### src/pss_pkg.sv
package pss_pkg;
  localparam int DW = 16;
  localparam int AW = 8;
  localparam int N_MFI = 7;
  localparam int N_CFG = 16;
  localparam int N_IRQ = 4;

  // Config word indices; byte offset is index times the stride
  localparam logic [3:0] CFG_MAX_FREQ = 4'h0;
  localparam logic [3:0] CFG_LIM_HI = 4'h1;
  localparam logic [3:0] CFG_LIM_LO = 4'h2;
  localparam logic [3:0] CFG_RAMP_FREQ = 4'h3;
  localparam logic [3:0] CFG_RAMP_EXIT = 4'h4;
  localparam logic [3:0] CFG_RAMP_TMO = 4'h5;
  localparam logic [3:0] CFG_SLEEP_DT = 4'h6;
  localparam logic [3:0] CFG_SLEEP_FREQ = 4'h7;
  localparam logic [3:0] CFG_WAKE_LVL = 4'h8;
  localparam logic [3:0] CFG_WAKE_SEL = 4'h9;
  localparam logic [3:0] CFG_P_GAIN = 4'ha;
  localparam logic [3:0] CFG_I_GAIN = 4'hb;
  localparam logic [3:0] CFG_ALT_GAIN = 4'hc;
  localparam logic [3:0] CFG_UNIT_GAIN = 4'hd;
  localparam logic [3:0] CFG_UNIT_SCALE = 4'he;
  localparam logic [3:0] CFG_UNIT_SEL = 4'hf;

  // Byte addresses
  localparam logic [AW-1:0] REG_STRIDE = 8'h04;
  localparam logic [AW-1:0] OFS_CFG_TOP = 8'h40;
  localparam logic [AW-1:0] OFS_MFI_BASE = 8'h40;
  localparam logic [AW-1:0] OFS_MFI_TOP = 8'h5c;
  localparam logic [AW-1:0] OFS_STATUS = 8'h60;
  localparam logic [AW-1:0] OFS_INT_STAT = 8'h64;
  localparam logic [AW-1:0] OFS_INT_MASK = 8'h68;
  localparam logic [AW-1:0] OFS_DISP = 8'h6c;

  // Reset values, in config index order
  localparam logic [DW-1:0] CFG_RST [N_CFG] = '{
    16'h1770, 16'h03e8, 16'h0000, 16'h0000, 16'h0000, 16'h0000, 16'h0064, 16'h0000,
    16'h0000, 16'h0000, 16'h0064, 16'h0064, 16'h00c8, 16'h0001, 16'h0000, 16'h0000};
  localparam logic [7:0] MFI_CODE_RST = 8'h00;
  localparam logic [N_IRQ-1:0] INT_MASK_RST = 4'h0;

  // Terminal function codes
  localparam logic [7:0] FN_LOOP_BYPASS = 8'h17;
  localparam logic [7:0] FN_ALT_GAIN = 8'h18;

  // Percent in tenths: this value is full scale
  localparam logic [DW-1:0] PCT_FULL = 16'h03e8;
  localparam logic [DW-1:0] TMR_MAX = 16'hffff;
  localparam logic [DW-1:0] UNIT_DIV [4] = '{16'h0001, 16'h000a, 16'h0064, 16'h03e8};

  localparam logic [1:0] WAKE_BELOW = 2'h0;
  localparam logic [1:0] WAKE_ABOVE = 2'h1;
  localparam logic [1:0] WAKE_BEYOND = 2'h2;

  localparam int IRQ_FAIL = 0;
  localparam int IRQ_SLEEP = 1;
  localparam int IRQ_WAKE = 2;
  localparam int IRQ_BYPASS = 3;

  typedef enum logic [2:0] {
    ST_IDLE = 3'b000,
    ST_RAMP = 3'b001,
    ST_PID = 3'b010,
    ST_OPEN = 3'b011,
    ST_SLEEP = 3'b100,
    ST_FAIL = 3'b101
  } pss_state_t;

  typedef struct packed {
    logic [AW-1:0] addr;
    logic [DW-1:0] wdata;
    logic wr;
    logic rd;
  } pss_bus_t;
endpackage : pss_pkg

### src/pss_scaler.sv
`timescale 1ns/10ps
module pss_scaler (
  input wire logic clk_sys,
  input wire logic resetn,
  input wire logic clk_en,
  input wire logic [pss_pkg::DW-1:0] pct_in,
  input wire logic [pss_pkg::DW-1:0] lim_lo,
  input wire logic [pss_pkg::DW-1:0] lim_hi,
  input wire logic [pss_pkg::DW-1:0] max_freq,
  output logic [pss_pkg::DW-1:0] pct_out,
  output logic [pss_pkg::DW-1:0] hz_out
);
  logic [pss_pkg::DW-1:0] pct_clamp;
  logic [31:0] hz_full;

  // Clamp; negative input lands on the lower limit, keeping output unipolar
  always_comb begin
    pct_clamp = pct_in;
    if ($signed(pct_in) < $signed(lim_lo)) begin
      pct_clamp = lim_lo;
    end else if ($signed(pct_in) > $signed(lim_hi)) begin
      pct_clamp = lim_hi;
    end
  end

  // Full scale percent maps to the maximum frequency
  assign hz_full = ({16'h0000, pct_clamp} * {16'h0000, max_freq}) / {16'h0000, pss_pkg::PCT_FULL};

  always_ff @(posedge clk_sys or negedge resetn) begin
    if (!resetn) begin
      pct_out <= '0;
      hz_out <= '0;
    end else if (clk_en) begin
      pct_out <= pct_clamp;
      hz_out <= hz_full[15:0];
    end
  end
endmodule : pss_scaler

### src/pss_sequencer.sv
// Operation
// - Terminal coded 24 active swaps proportional and integral gains for the alternate gain.
// - Loop bypass from a terminal turns the percent command into a frequency.
// - Normal loop output is unipolar and clamped between upper and lower limits.
// - Percent of 100.0 equals the configured maximum output frequency.
// - Ramp phase drives the ramp frequency until feedback passes the exit level.
// - Feedback above the exit level ends the ramp phase and starts closed loop.
// - Nonzero timeout with feedback held low raises the ramp failure trip, output blocked.
// - Output below sleep threshold for the sleep delay stops operation and sleeps.
// - Sleeping keeps operation stopped until the chosen wake condition holds.
// - Wake mode 0 resumes when feedback falls below the wake level.
// - Wake mode 1 resumes when feedback rises above the wake level.
// - Wake mode 2 resumes when reference minus feedback exceeds the wake level.
// - Terminal coded 23 on suspends closed loop; off restarts it.
// - Unit gain and unit scale size the displayed feedback value.
`timescale 1ns/10ps
module pss_sequencer (
  input wire logic clk_sys,
  input wire logic resetn,
  input wire logic clk_en,
  input wire logic tick,
  input wire pss_pkg::pss_bus_t bus,
  output logic [pss_pkg::DW-1:0] rd_data,
  input wire logic run_pin,
  input wire logic [pss_pkg::N_MFI-1:0] mfi_pin,
  input wire logic [pss_pkg::DW-1:0] feedback,
  input wire logic [pss_pkg::DW-1:0] reference,
  input wire logic [pss_pkg::DW-1:0] pid_pct,
  output logic [pss_pkg::DW-1:0] freq_cmd,
  output logic [pss_pkg::DW-1:0] loop_output,
  output logic [pss_pkg::DW-1:0] gain_p,
  output logic [pss_pkg::DW-1:0] gain_i,
  output logic run_out,
  output logic ramp_phase_failure_trip,
  output logic sleep_out,
  output logic irq
);
  pss_pkg::pss_state_t state_r;
  pss_pkg::pss_state_t state_nxt;
  logic [pss_pkg::DW-1:0] cfg_r [pss_pkg::N_CFG];
  logic [7:0] mfi_code_r [pss_pkg::N_MFI];
  logic [pss_pkg::N_MFI-1:0] mfi_meta_r;
  logic [pss_pkg::N_MFI-1:0] mfi_sync_r;
  logic run_meta_r;
  logic run_sync_r;
  logic [pss_pkg::N_MFI-1:0] bypass_hit;
  logic [pss_pkg::N_MFI-1:0] alt_hit;
  logic loop_bypass_input;
  logic alt_gain_select;
  logic [pss_pkg::DW-1:0] loop_hz;
  logic [pss_pkg::DW-1:0] ref_pct;
  logic [pss_pkg::DW-1:0] ref_hz;
  logic sleep_cond;
  logic sleep_done;
  logic ramp_cond;
  logic ramp_done;
  logic wake_hit;
  logic [pss_pkg::DW-1:0] diff;
  logic [pss_pkg::N_IRQ-1:0] int_stat_r;
  logic [pss_pkg::N_IRQ-1:0] int_mask_r;
  logic [pss_pkg::N_IRQ-1:0] int_ev;
  logic [pss_pkg::N_IRQ-1:0] int_clr;
  logic [pss_pkg::DW-1:0] disp_r;
  logic [31:0] disp_nxt;
  logic [2:0] mfi_idx;
  logic cfg_sel;
  logic mfi_sel;

  // Pins cross into the clock domain through two flops each
  always_ff @(posedge clk_sys or negedge resetn) begin
    if (!resetn) begin
      mfi_meta_r <= '0;
      mfi_sync_r <= '0;
      run_meta_r <= 1'b0;
      run_sync_r <= 1'b0;
    end else if (clk_en) begin
      mfi_meta_r <= mfi_pin;
      mfi_sync_r <= mfi_meta_r;
      run_meta_r <= run_pin;
      run_sync_r <= run_meta_r;
    end
  end

  // Bus decode helpers; misaligned addresses map to nothing
  assign cfg_sel = (bus.addr[1:0] == 2'h0) && (bus.addr < pss_pkg::OFS_CFG_TOP);
  assign mfi_sel = (bus.addr[1:0] == 2'h0) && (bus.addr >= pss_pkg::OFS_MFI_BASE) &&
                   (bus.addr < pss_pkg::OFS_MFI_TOP);
  assign mfi_idx = bus.addr[4:2];

  // Per terminal function code and its decoded hits
  for (genvar g = 0; g < pss_pkg::N_MFI; g++) begin : g_mfi
    always_ff @(posedge clk_sys or negedge resetn) begin
      if (!resetn) begin
        mfi_code_r[g] <= pss_pkg::MFI_CODE_RST;
      end else if (clk_en && bus.wr && mfi_sel && mfi_idx == 3'(g)) begin
        mfi_code_r[g] <= bus.wdata[7:0];
      end
    end
    assign bypass_hit[g] = mfi_sync_r[g] && (mfi_code_r[g] == pss_pkg::FN_LOOP_BYPASS);
    assign alt_hit[g] = mfi_sync_r[g] && (mfi_code_r[g] == pss_pkg::FN_ALT_GAIN);
  end

  assign loop_bypass_input = |bypass_hit;
  assign alt_gain_select = |alt_hit;

  // Configuration words
  always_ff @(posedge clk_sys or negedge resetn) begin
    if (!resetn) begin
      for (int k = 0; k < pss_pkg::N_CFG; k++) begin
        cfg_r[k] <= pss_pkg::CFG_RST[k];
      end
    end else if (clk_en && bus.wr && cfg_sel) begin
      cfg_r[bus.addr[5:2]] <= bus.wdata;
    end
  end

  // Loop output path: clamp then convert to frequency
  pss_scaler u_loop (
    .clk_sys(clk_sys),
    .resetn(resetn),
    .clk_en(clk_en),
    .pct_in(pid_pct),
    .lim_lo(cfg_r[pss_pkg::CFG_LIM_LO]),
    .lim_hi(cfg_r[pss_pkg::CFG_LIM_HI]),
    .max_freq(cfg_r[pss_pkg::CFG_MAX_FREQ]),
    .pct_out(loop_output),
    .hz_out(loop_hz)
  );

  // Bypass path: percent reference becomes a frequency command
  pss_scaler u_bypass (
    .clk_sys(clk_sys),
    .resetn(resetn),
    .clk_en(clk_en),
    .pct_in(reference),
    .lim_lo('0),
    .lim_hi(pss_pkg::PCT_FULL),
    .max_freq(cfg_r[pss_pkg::CFG_MAX_FREQ]),
    .pct_out(ref_pct),
    .hz_out(ref_hz)
  );

  // Sleep delay runs only while closed loop sits under the threshold
  assign sleep_cond = (state_r == pss_pkg::ST_PID) && !loop_bypass_input &&
                      (loop_hz < cfg_r[pss_pkg::CFG_SLEEP_FREQ]);

  pss_timer u_sleep_tmr (
    .clk_sys(clk_sys),
    .resetn(resetn),
    .clk_en(clk_en),
    .tick(tick),
    .cond(sleep_cond),
    .limit(cfg_r[pss_pkg::CFG_SLEEP_DT]),
    .done(sleep_done)
  );

  // Ramp timeout runs while feedback has not passed the exit level
  assign ramp_cond = (state_r == pss_pkg::ST_RAMP) && (feedback <= cfg_r[pss_pkg::CFG_RAMP_EXIT]);

  pss_timer u_ramp_tmr (
    .clk_sys(clk_sys),
    .resetn(resetn),
    .clk_en(clk_en),
    .tick(tick),
    .cond(ramp_cond),
    .limit(cfg_r[pss_pkg::CFG_RAMP_TMO]),
    .done(ramp_done)
  );

  // Wake condition select; mode 2 needs reference above feedback
  assign diff = reference - feedback;
  always_comb begin
    case (cfg_r[pss_pkg::CFG_WAKE_SEL][1:0])
      pss_pkg::WAKE_BELOW: wake_hit = feedback < cfg_r[pss_pkg::CFG_WAKE_LVL];
      pss_pkg::WAKE_ABOVE: wake_hit = feedback > cfg_r[pss_pkg::CFG_WAKE_LVL];
      pss_pkg::WAKE_BEYOND: wake_hit = (reference > feedback) && (diff > cfg_r[pss_pkg::CFG_WAKE_LVL]);
      default: wake_hit = 1'b0;
    endcase
  end

  // Sequencer; the failure state only leaves through reset
  always_comb begin
    state_nxt = state_r;
    if (state_r != pss_pkg::ST_FAIL && !run_sync_r) begin
      state_nxt = pss_pkg::ST_IDLE;
    end else begin
      case (state_r)
        pss_pkg::ST_IDLE: begin
          if (cfg_r[pss_pkg::CFG_RAMP_FREQ] != '0) begin
            state_nxt = pss_pkg::ST_RAMP;
          end else begin
            state_nxt = pss_pkg::ST_PID;
          end
        end
        pss_pkg::ST_RAMP: begin
          if (feedback > cfg_r[pss_pkg::CFG_RAMP_EXIT]) begin
            state_nxt = pss_pkg::ST_PID;
          end else if (cfg_r[pss_pkg::CFG_RAMP_TMO] != '0 && ramp_done) begin
            state_nxt = pss_pkg::ST_FAIL;
          end
        end
        pss_pkg::ST_PID: begin
          if (loop_bypass_input) begin
            state_nxt = pss_pkg::ST_OPEN;
          end else if (sleep_done) begin
            state_nxt = pss_pkg::ST_SLEEP;
          end
        end
        pss_pkg::ST_OPEN: begin
          if (!loop_bypass_input) begin
            state_nxt = pss_pkg::ST_PID;
          end
        end
        pss_pkg::ST_SLEEP: begin
          if (wake_hit) begin
            state_nxt = pss_pkg::ST_PID;
          end
        end
        default: state_nxt = state_r;
      endcase
    end
  end

  always_ff @(posedge clk_sys or negedge resetn) begin
    if (!resetn) begin
      state_r <= pss_pkg::ST_IDLE;
    end else if (clk_en) begin
      state_r <= state_nxt;
    end
  end

  // Drive outputs from the next state so they line up with state_r
  always_ff @(posedge clk_sys or negedge resetn) begin
    if (!resetn) begin
      run_out <= 1'b0;
      ramp_phase_failure_trip <= 1'b0;
      sleep_out <= 1'b0;
      freq_cmd <= '0;
    end else if (clk_en) begin
      run_out <= (state_nxt == pss_pkg::ST_RAMP) || (state_nxt == pss_pkg::ST_PID) ||
                 (state_nxt == pss_pkg::ST_OPEN);
      ramp_phase_failure_trip <= state_nxt == pss_pkg::ST_FAIL;
      sleep_out <= state_nxt == pss_pkg::ST_SLEEP;
      case (state_nxt)
        pss_pkg::ST_RAMP: freq_cmd <= cfg_r[pss_pkg::CFG_RAMP_FREQ];
        pss_pkg::ST_PID: freq_cmd <= loop_hz;
        pss_pkg::ST_OPEN: freq_cmd <= ref_hz;
        default: freq_cmd <= '0;
      endcase
    end
  end

  // Gain selection for the loop arithmetic outside
  always_ff @(posedge clk_sys or negedge resetn) begin
    if (!resetn) begin
      gain_p <= pss_pkg::CFG_RST[pss_pkg::CFG_P_GAIN];
      gain_i <= pss_pkg::CFG_RST[pss_pkg::CFG_I_GAIN];
    end else if (clk_en) begin
      gain_p <= alt_gain_select ? cfg_r[pss_pkg::CFG_ALT_GAIN] : cfg_r[pss_pkg::CFG_P_GAIN];
      gain_i <= alt_gain_select ? cfg_r[pss_pkg::CFG_ALT_GAIN] : cfg_r[pss_pkg::CFG_I_GAIN];
    end
  end

  // Display value; constant divisors keep the dividers cheap
  always_comb begin
    disp_nxt = {16'h0000, feedback} * {16'h0000, cfg_r[pss_pkg::CFG_UNIT_GAIN]};
    case (cfg_r[pss_pkg::CFG_UNIT_SCALE][1:0])
      2'h1: disp_nxt = disp_nxt / {16'h0000, pss_pkg::UNIT_DIV[1]};
      2'h2: disp_nxt = disp_nxt / {16'h0000, pss_pkg::UNIT_DIV[2]};
      2'h3: disp_nxt = disp_nxt / {16'h0000, pss_pkg::UNIT_DIV[3]};
      default: disp_nxt = disp_nxt / {16'h0000, pss_pkg::UNIT_DIV[0]};
    endcase
  end

  always_ff @(posedge clk_sys or negedge resetn) begin
    if (!resetn) begin
      disp_r <= '0;
    end else if (clk_en) begin
      disp_r <= disp_nxt[15:0];
    end
  end

  // Sticky events; a set in the clearing cycle wins
  always_comb begin
    int_ev = '0;
    int_ev[pss_pkg::IRQ_FAIL] = state_r != pss_pkg::ST_FAIL && state_nxt == pss_pkg::ST_FAIL;
    int_ev[pss_pkg::IRQ_SLEEP] = state_r != pss_pkg::ST_SLEEP && state_nxt == pss_pkg::ST_SLEEP;
    int_ev[pss_pkg::IRQ_WAKE] = state_r == pss_pkg::ST_SLEEP && state_nxt == pss_pkg::ST_PID;
    int_ev[pss_pkg::IRQ_BYPASS] = state_r != pss_pkg::ST_OPEN && state_nxt == pss_pkg::ST_OPEN;
  end

  assign int_clr = (bus.wr && bus.addr == pss_pkg::OFS_INT_STAT) ? bus.wdata[pss_pkg::N_IRQ-1:0] : '0;

  always_ff @(posedge clk_sys or negedge resetn) begin
    if (!resetn) begin
      int_stat_r <= '0;
      int_mask_r <= pss_pkg::INT_MASK_RST;
    end else if (clk_en) begin
      int_stat_r <= (int_stat_r & ~int_clr) | int_ev;
      if (bus.wr && bus.addr == pss_pkg::OFS_INT_MASK) begin
        int_mask_r <= bus.wdata[pss_pkg::N_IRQ-1:0];
      end
    end
  end

  assign irq = |(int_stat_r & int_mask_r);

  // Read data stand for the one cycle after the strobe, zero otherwise
  always_ff @(posedge clk_sys or negedge resetn) begin
    if (!resetn) begin
      rd_data <= '0;
    end else if (clk_en) begin
      if (!bus.rd) begin
        rd_data <= '0;
      end else if (cfg_sel) begin
        rd_data <= cfg_r[bus.addr[5:2]];
      end else if (mfi_sel) begin
        rd_data <= {8'h00, mfi_code_r[mfi_idx]};
      end else if (bus.addr == pss_pkg::OFS_STATUS) begin
        rd_data <= 16'({alt_gain_select, loop_bypass_input, sleep_out, ramp_phase_failure_trip, run_out, state_r});
      end else if (bus.addr == pss_pkg::OFS_INT_STAT) begin
        rd_data <= 16'(int_stat_r);
      end else if (bus.addr == pss_pkg::OFS_INT_MASK) begin
        rd_data <= 16'(int_mask_r);
      end else if (bus.addr == pss_pkg::OFS_DISP) begin
        rd_data <= disp_r;
      end else begin
        rd_data <= '0;
      end
    end
  end
endmodule : pss_sequencer

### src/pss_timer.sv
`timescale 1ns/10ps
module pss_timer (
  input wire logic clk_sys,
  input wire logic resetn,
  input wire logic clk_en,
  input wire logic tick,
  input wire logic cond,
  input wire logic [pss_pkg::DW-1:0] limit,
  output logic done
);
  logic [pss_pkg::DW-1:0] cnt_r;

  // Tick counter, saturates so a long wait never wraps back to zero
  always_ff @(posedge clk_sys or negedge resetn) begin
    if (!resetn) begin
      cnt_r <= '0;
    end else if (clk_en) begin
      if (!cond) begin
        cnt_r <= '0;
      end else if (tick && cnt_r != pss_pkg::TMR_MAX) begin
        cnt_r <= cnt_r + 16'h0001;
      end
    end
  end

  assign done = cond && (cnt_r >= limit);
endmodule : pss_timer

### config.mk
export PLATFORM = sky130hd
export DESIGN_NAME = pss_sequencer
export DESIGN_NICKNAME = d
export VERILOG_FILES = /design/src/pss_pkg.sv /design/src/pss_scaler.sv /design/src/pss_sequencer.sv /design/src/pss_timer.sv
export SDC_FILE = /design/constraint.sdc
export NUM_CORES = 2
export LEC_CHECK = 0
export ABC_AREA = 1
export BUFFER_PORTS_ARGS = -buffer_cell sky130_fd_sc_hd__buf_2
export CAP_MARGIN = 25
export CELL_PAD_IN_SITES_DETAIL_PLACEMENT = 1
export CELL_PAD_IN_SITES_GLOBAL_PLACEMENT = 1
export CORE_MARGIN = 5
export CORE_UTILIZATION = 39
export DETAILED_ROUTE_END_ITERATION = 6
export MAX_ROUTING_LAYER = met4
export PLACE_DENSITY_LB_ADDON = 0.1
export SLEW_MARGIN = 20
export SYNTH_ARGS = -nofsm -noshare
export SYNTH_HDL_FRONTEND = slang
export SYNTH_SLANG_ARGS = --single-unit
### constraint.sdc
create_clock -name clk_sys -period 62.1 [get_ports clk_sys]
set_input_delay 9.315 -clock clk_sys [delete_from_list [all_inputs] [get_ports clk_sys]]
set_output_delay 9.315 -clock clk_sys [all_outputs]
set_load 0.01 [all_outputs]
Yosys cells after proc, flatten, opt, wreduce, memory -nomap -nowiden
Cells that the tools add are included.
Widths: inputs -> output; s select.

cells by class
  add/sub/neg operators = 3
  $mul = 3
  divide/modulo/power cells = 5
  magnitude comparators = 19
  equality and inequality tests = 45
  muxes and demuxes = 39
  bitwise logic cells = 6
  reduce and logical (&&, ||, !) cells = 60

operator list
  cell                    number
  $mux 16                 20
  $bwmux 256              1
  $eq 8x5->1 const B      14
  $div 32x10->32 const B  3
  $mul 16x16->32          3
  $pmux 16 s3             2
  $gt 16x16->1            5
  $bmux 16 s4             1
  $demux 16 s4            1
  $lt 16x16->1            3
  $logic_and 1x1->1       44
  $add 16x1->16 const B   2
  $div 32x4->32 const B   1
  $div 32x7->32 const B   1
  $eq 8x7->1 const B      4
  $ge 16x16->1            2
  $ne 16x16->1 const B    2
  $reduce_bool 16->1      2
  $bmux 8 s3              1
  $mux 3                  7
  $eq 3x2->1 const B      6
  $eq 3x3->1 const B      6
  $gt 16x11->1 const B    1
  $le 16x16->1            1
  other kinds (30)        47

word-level totals
  register bits = 502
  input bits = 86
  output and inout bits = 84
  word-level logic and storage cells = 223

Longest topological paths before layout
  depth in word-level cells = 14
  depth in mapped cells = 437

Hierarchy
Synthesis repeated with hierarchy kept, for this count alone.

second synthesis, totals
  cells, all modules = 13913
  area, all modules = 93365.8 µm²

modules (own cells, without submodules)
  module                    instances  cells each  area each (µm²)
  pss_sequencer             1          8469        56839.5
  pss_scaler                2          2482        16707.3
  pss_timer at u_ramp_tmr   1          240         1564.0
  pss_timer at u_sleep_tmr  1          240         1547.7

Least setup slack after synthesis
OpenSTA, ideal clock, no wires.

  path kind = input to register
  from = input port feedback[10] in the netlist's numbering
  to = register disp_r[0] in the netlist's numbering
  library setup time = 0.116 ns
  arrival = 60.733 ns
  data required time = 61.984 ns
  slack = 1.251 ns
  stages = 397
  path through = clkbuf_1 > clkbuf_1 > nand2_1 > fa_1 > fa_1 > inv_1 > fa_1 > fa_1 > fa_1 > inv_1 > fa_1 > inv_1 > ha_1 > a21o_1 > a21oi_1 > nand2_1 > a21oi_1 > nand3b_1 > (+361 left out) > nand2_1 > clkinv_1 > nand4_2 > nor2_4 > clkbuf_1 > o21ai_0 > ha_1 > a21o_1 > a21oi_1 > nand3_1 > nand2_1 > nand2_1 > nand2_1 > nand2_1 > nand2_1 > nand2_1 > nand2_1 > nand2_1

on the way
  cells in the longest elaborated chain, start to end = 3
  elaborated cells between the ends (all ways) = 5
  classes of those cells = 1 x mul; 3 x div; 1 x mux

RTL lines
  element                                 line                  text
  start, declared                         pss_sequencer.sv:26   input wire logic [pss_pkg::DW-1:0] feedback,
  $mul 16x16->32 *                        pss_sequencer.sv:266  disp_nxt = {16'h0000, feedback} * {16'h0000, cfg_r[pss_pkg::CFG_UNIT_GAIN]};
  $div 32x10->32 (tied with other cells)  pss_sequencer.sv:270  2'h3: disp_nxt = disp_nxt / {16'h0000, pss_pkg::UNIT_DIV[3]};
  $pmux 16 s3 *                           pss_sequencer.sv:267  case (cfg_r[pss_pkg::CFG_UNIT_SCALE][1:0])
  end signal, assigned                    pss_sequencer.sv:279  disp_r <= disp_nxt[15:0];
  end, declared                           pss_sequencer.sv:63   logic [pss_pkg::DW-1:0] disp_r;

Every way passes the cells marked *; elsewhere a longest branch is shown, timed or not.
A chain may end at the register's enable or synchronous reset.

Worst setup path after layout
  from = input port feedback[7] in the netlist's numbering
  to = register disp_r[0] in the netlist's numbering

The elaborated chain is that of the path after synthesis.

==> results by group <==
Critical path
  – Crit-path most repeated cell: nand2_1
  – Crit path required time: 62.65 ns
  – CP Capture Type: flop
  – Max stage delay on crit path: 0.56 ns
  – Worst-path maximum fanout: 15
  – Slowest CP cell: fa_1
  – Critical path arrival: 58.93 ns
  – Critical path class: in2reg
  – Startpoint Class: input pin

Logic synthesis
  – EDFF count, synth: 0
  – Async set-reset flop share out of synthesis: 100.0%
  – Syn Inst Count: 12,399
  – Most numerous cell in the Yosys netlist: nand2_1
  – Syn. warnings: 0
  – Yosys reg bits: 502
  – Post-synth cell types: 94
  – Prevailing post-synth register cell: dfrtp_1
  – Sequential area share after synthesis: 15.04%
  – Top cells by area, synth: nand2_1, dfrtp_1, fa_1, ha_1, inv_1
  – Synth Area per Inst: 6.757 um2
  – Top cells by count, synth: nand2_1, inv_1, nor2_1
  – Post-synth top area share: 14.74%
  – Synth area leader: nand2_1
  – Cell area after synthesis: 83,790 um2

Placed design
  – Final Wtd Congestion: 0.9248
  – DP HPWL: 260.9 mm
  – Port bufs: 169
  – Dpl cells: 15,396
  – Post-Place Setup Slack: -1.756 ns

Floorplanning
  – Starting Density: 39.12%
  – Core Rows: 170
  – Area of the die: 224,200 um2
  – Die Y: 473.5 um
  – Chip width: 473.5 um
  – # IOs: 170
  – Core Region: 214,200 um2

STA
  – Fin crit share: 94.02%
  – Final Hold Viols: 0
  – FMAX: 17.13 MHz
  – Min setup slack post-route: 3.714 ns
  – Worst-margin pin slew: 1.016 ns
  – Fin crit period: 58.39 ns
  – Worst hold margin: 0.4829 ns
  – Relative slew margins: 30.55%
  – Max Slew Vio Count: 0
  – Clock Skew: 0.04463 ns
  – Final setup violation count: 0

Final layout
  – Synth-to-layout area growth: 11.02%
  – Nets: 14,035
  – Layout cells sized above 1: 12.86%
  – # fillers: 27,734
  – Non-filler instance count after layout: 15,607

Clock tree
  – CTS Hold Bufs: 0
  – Reg clk slew, reported paths: 0.06 ns
  – Clock sinks: 502
  – Worst-Skew Late Latency: 0.69 ns
  – CTS Root Buffer Type: clkbuf_16
  – H-tree level count: 2
  – CTS Buf Count: 60
  – CTS tree: built
  – Clk buf depth: 3

Drt
  – Total Routed Length: 318.6 mm
  – Drt first pass iters: 7
  – 1st-iter DRT viols: 4,542
  – Vias per cell: 5.288
  – Routed wire per std cell: 20.42 um
  – Antenna-violating nets left: 0
  – Vias: 82,536
  – DRC: 0

GRT
  – Largest net degree at the start of global routing: 159
  – GR Overflow Total: 0
  – Vias in the first global route: 86,938
  – Global-route wire length before repair: 498.4 mm
  – Initial antenna violation count: 21
  – Total track usage: 28.63%

Hold path
  – HP Class: reg2reg

Run
  – Max-cap check violation count: 0

Outcome
  – Outcome: complete, no violations
[per-layer routing]
layer / routed length (um) / global-route usage (%)
met3: 11350 / 1.624
met5: 0 / -
met4: 9335 / 7.013
met1: 141300 / 36.54
met2: 156700 / 49.84
[flip-flops by register name, indices dropped and copies added (netlist names), 3 cells and up]
name               count
gain_p                16
rd_data               16
disp_r                16
mfi_sync_r             7
gain_i                16
int_stat_r             4
u_bypass.hz_out       16
u_loop.pct_out        16
u_loop.hz_out         16
u_sleep_tmr.cnt_r     16
u_ramp_tmr.cnt_r      16
state_r                3
int_mask_r             4
freq_cmd              16
cfg_r                256
mfi_code_r            56
mfi_meta_r             7
[worst max-delay path, delay by kind of cell]
| kind | cells | cell delay (ns) |
|---|---|---|
| AO/OA/AOI/OAI | 51 | 7.67 |
| XOR/XNOR | 4 | 0.75 |
| adder cells (fa/ha/maj) | 37 | 12.70 |
| buffers and inverters | 68 | 6.49 |
| AND/OR/NAND/NOR | 204 | 21.93 |
[stage by stage]
step	TNS (ns)	instance area (um2)	util [%]
final	0	93020	43.43
after global routing	-0.4056	93010	43.42
after global placement	-0.1916	88780	41.45
after CTS	0	91110	42.54
after floorplan	0	84080	-
after detailed placement	-2.415	88830	41.47
[final timing paths]
kind | from | end | slack [ns] | cells past startpoint
min in group asynchronous | resetn | mfi_code_r[39]$_DFFE_PN0P_ | 8.59 | 1
worst max-delay path | feedback[7] | disp_r[0]$_DFFE_PN0P_ | 3.71 | 364
worst min register to register | freq_cmd[11]$_DFFE_PN0P_ | freq_cmd[11]$_DFFE_PN0P_ | 0.48 | 2
worst max register to register | cfg_r[41]$_DFFE_PN0P_ | disp_r[0]$_DFFE_PN0P_ | 11.52 | 360
max in group asynchronous | resetn | cfg_r[17]$_DFFE_PN0P_ | 51.28 | 3
worst min-delay path | freq_cmd[11]$_DFFE_PN0P_ | freq_cmd[11]$_DFFE_PN0P_ | 0.48 | 2
[cells in the final DEF, fill, tap and decap left out, drive strengths merged, types with 55 or more instances in the layout]
cell type and count:
nand2 3566, inv 2177, nor2 1140, o21ai 843
nand3 755, ha 675, fa 570, buf 509
dfrtp 470, a21oi 400, xor2 246, nand4 212
xnor2 152, o22ai 137, nor3 121, clkbuf 89
conb 81, nand3b 74, clkinv 61, or2 55
[cells by family (layout without fill, tap and decap cells)]
kind of cell,after synthesis,in the layout,synth area share [%]
AND/OR/NAND/NOR,6001,6004,33.64
buffers and inverters,2574,2849,12.11
AO/OA/AOI/OAI,1676,1676,11.32
adder cells (fa/ha/maj),1245,1245,23.70
flip-flops,502,502,15.04
XOR/XNOR,398,398,4.169
other,2,94,0.008963
multiplexers,1,1,0.01195
[final cells by class]
type	count	area, um2	share of cell area (%)
tap	2838	3551	3.817
timing repair inverter	2	13.76	0.01480
multi-input combinational	9405	62540	67.24
timing repair buffer	513	3726	4.006
inverter	2220	8422	9.054
clock inverter	29	389.1	0.4183
sequential	502	12600	13.55
antenna	13	32.53	0.03497
clock buffer	85	1737	1.867
[timing repair]
action | 4_1_cts | 5_1_grt
pin swaps | 3 | 78
setup endpoints to repair | 2 | 4
setup buffers | 6 | 65
cloned | 2 | 3
resized for setup | 33 | 327
Power is not shown: default switching activity piles up to over one toggle a cycle in this logic, so the estimate is an artifact.
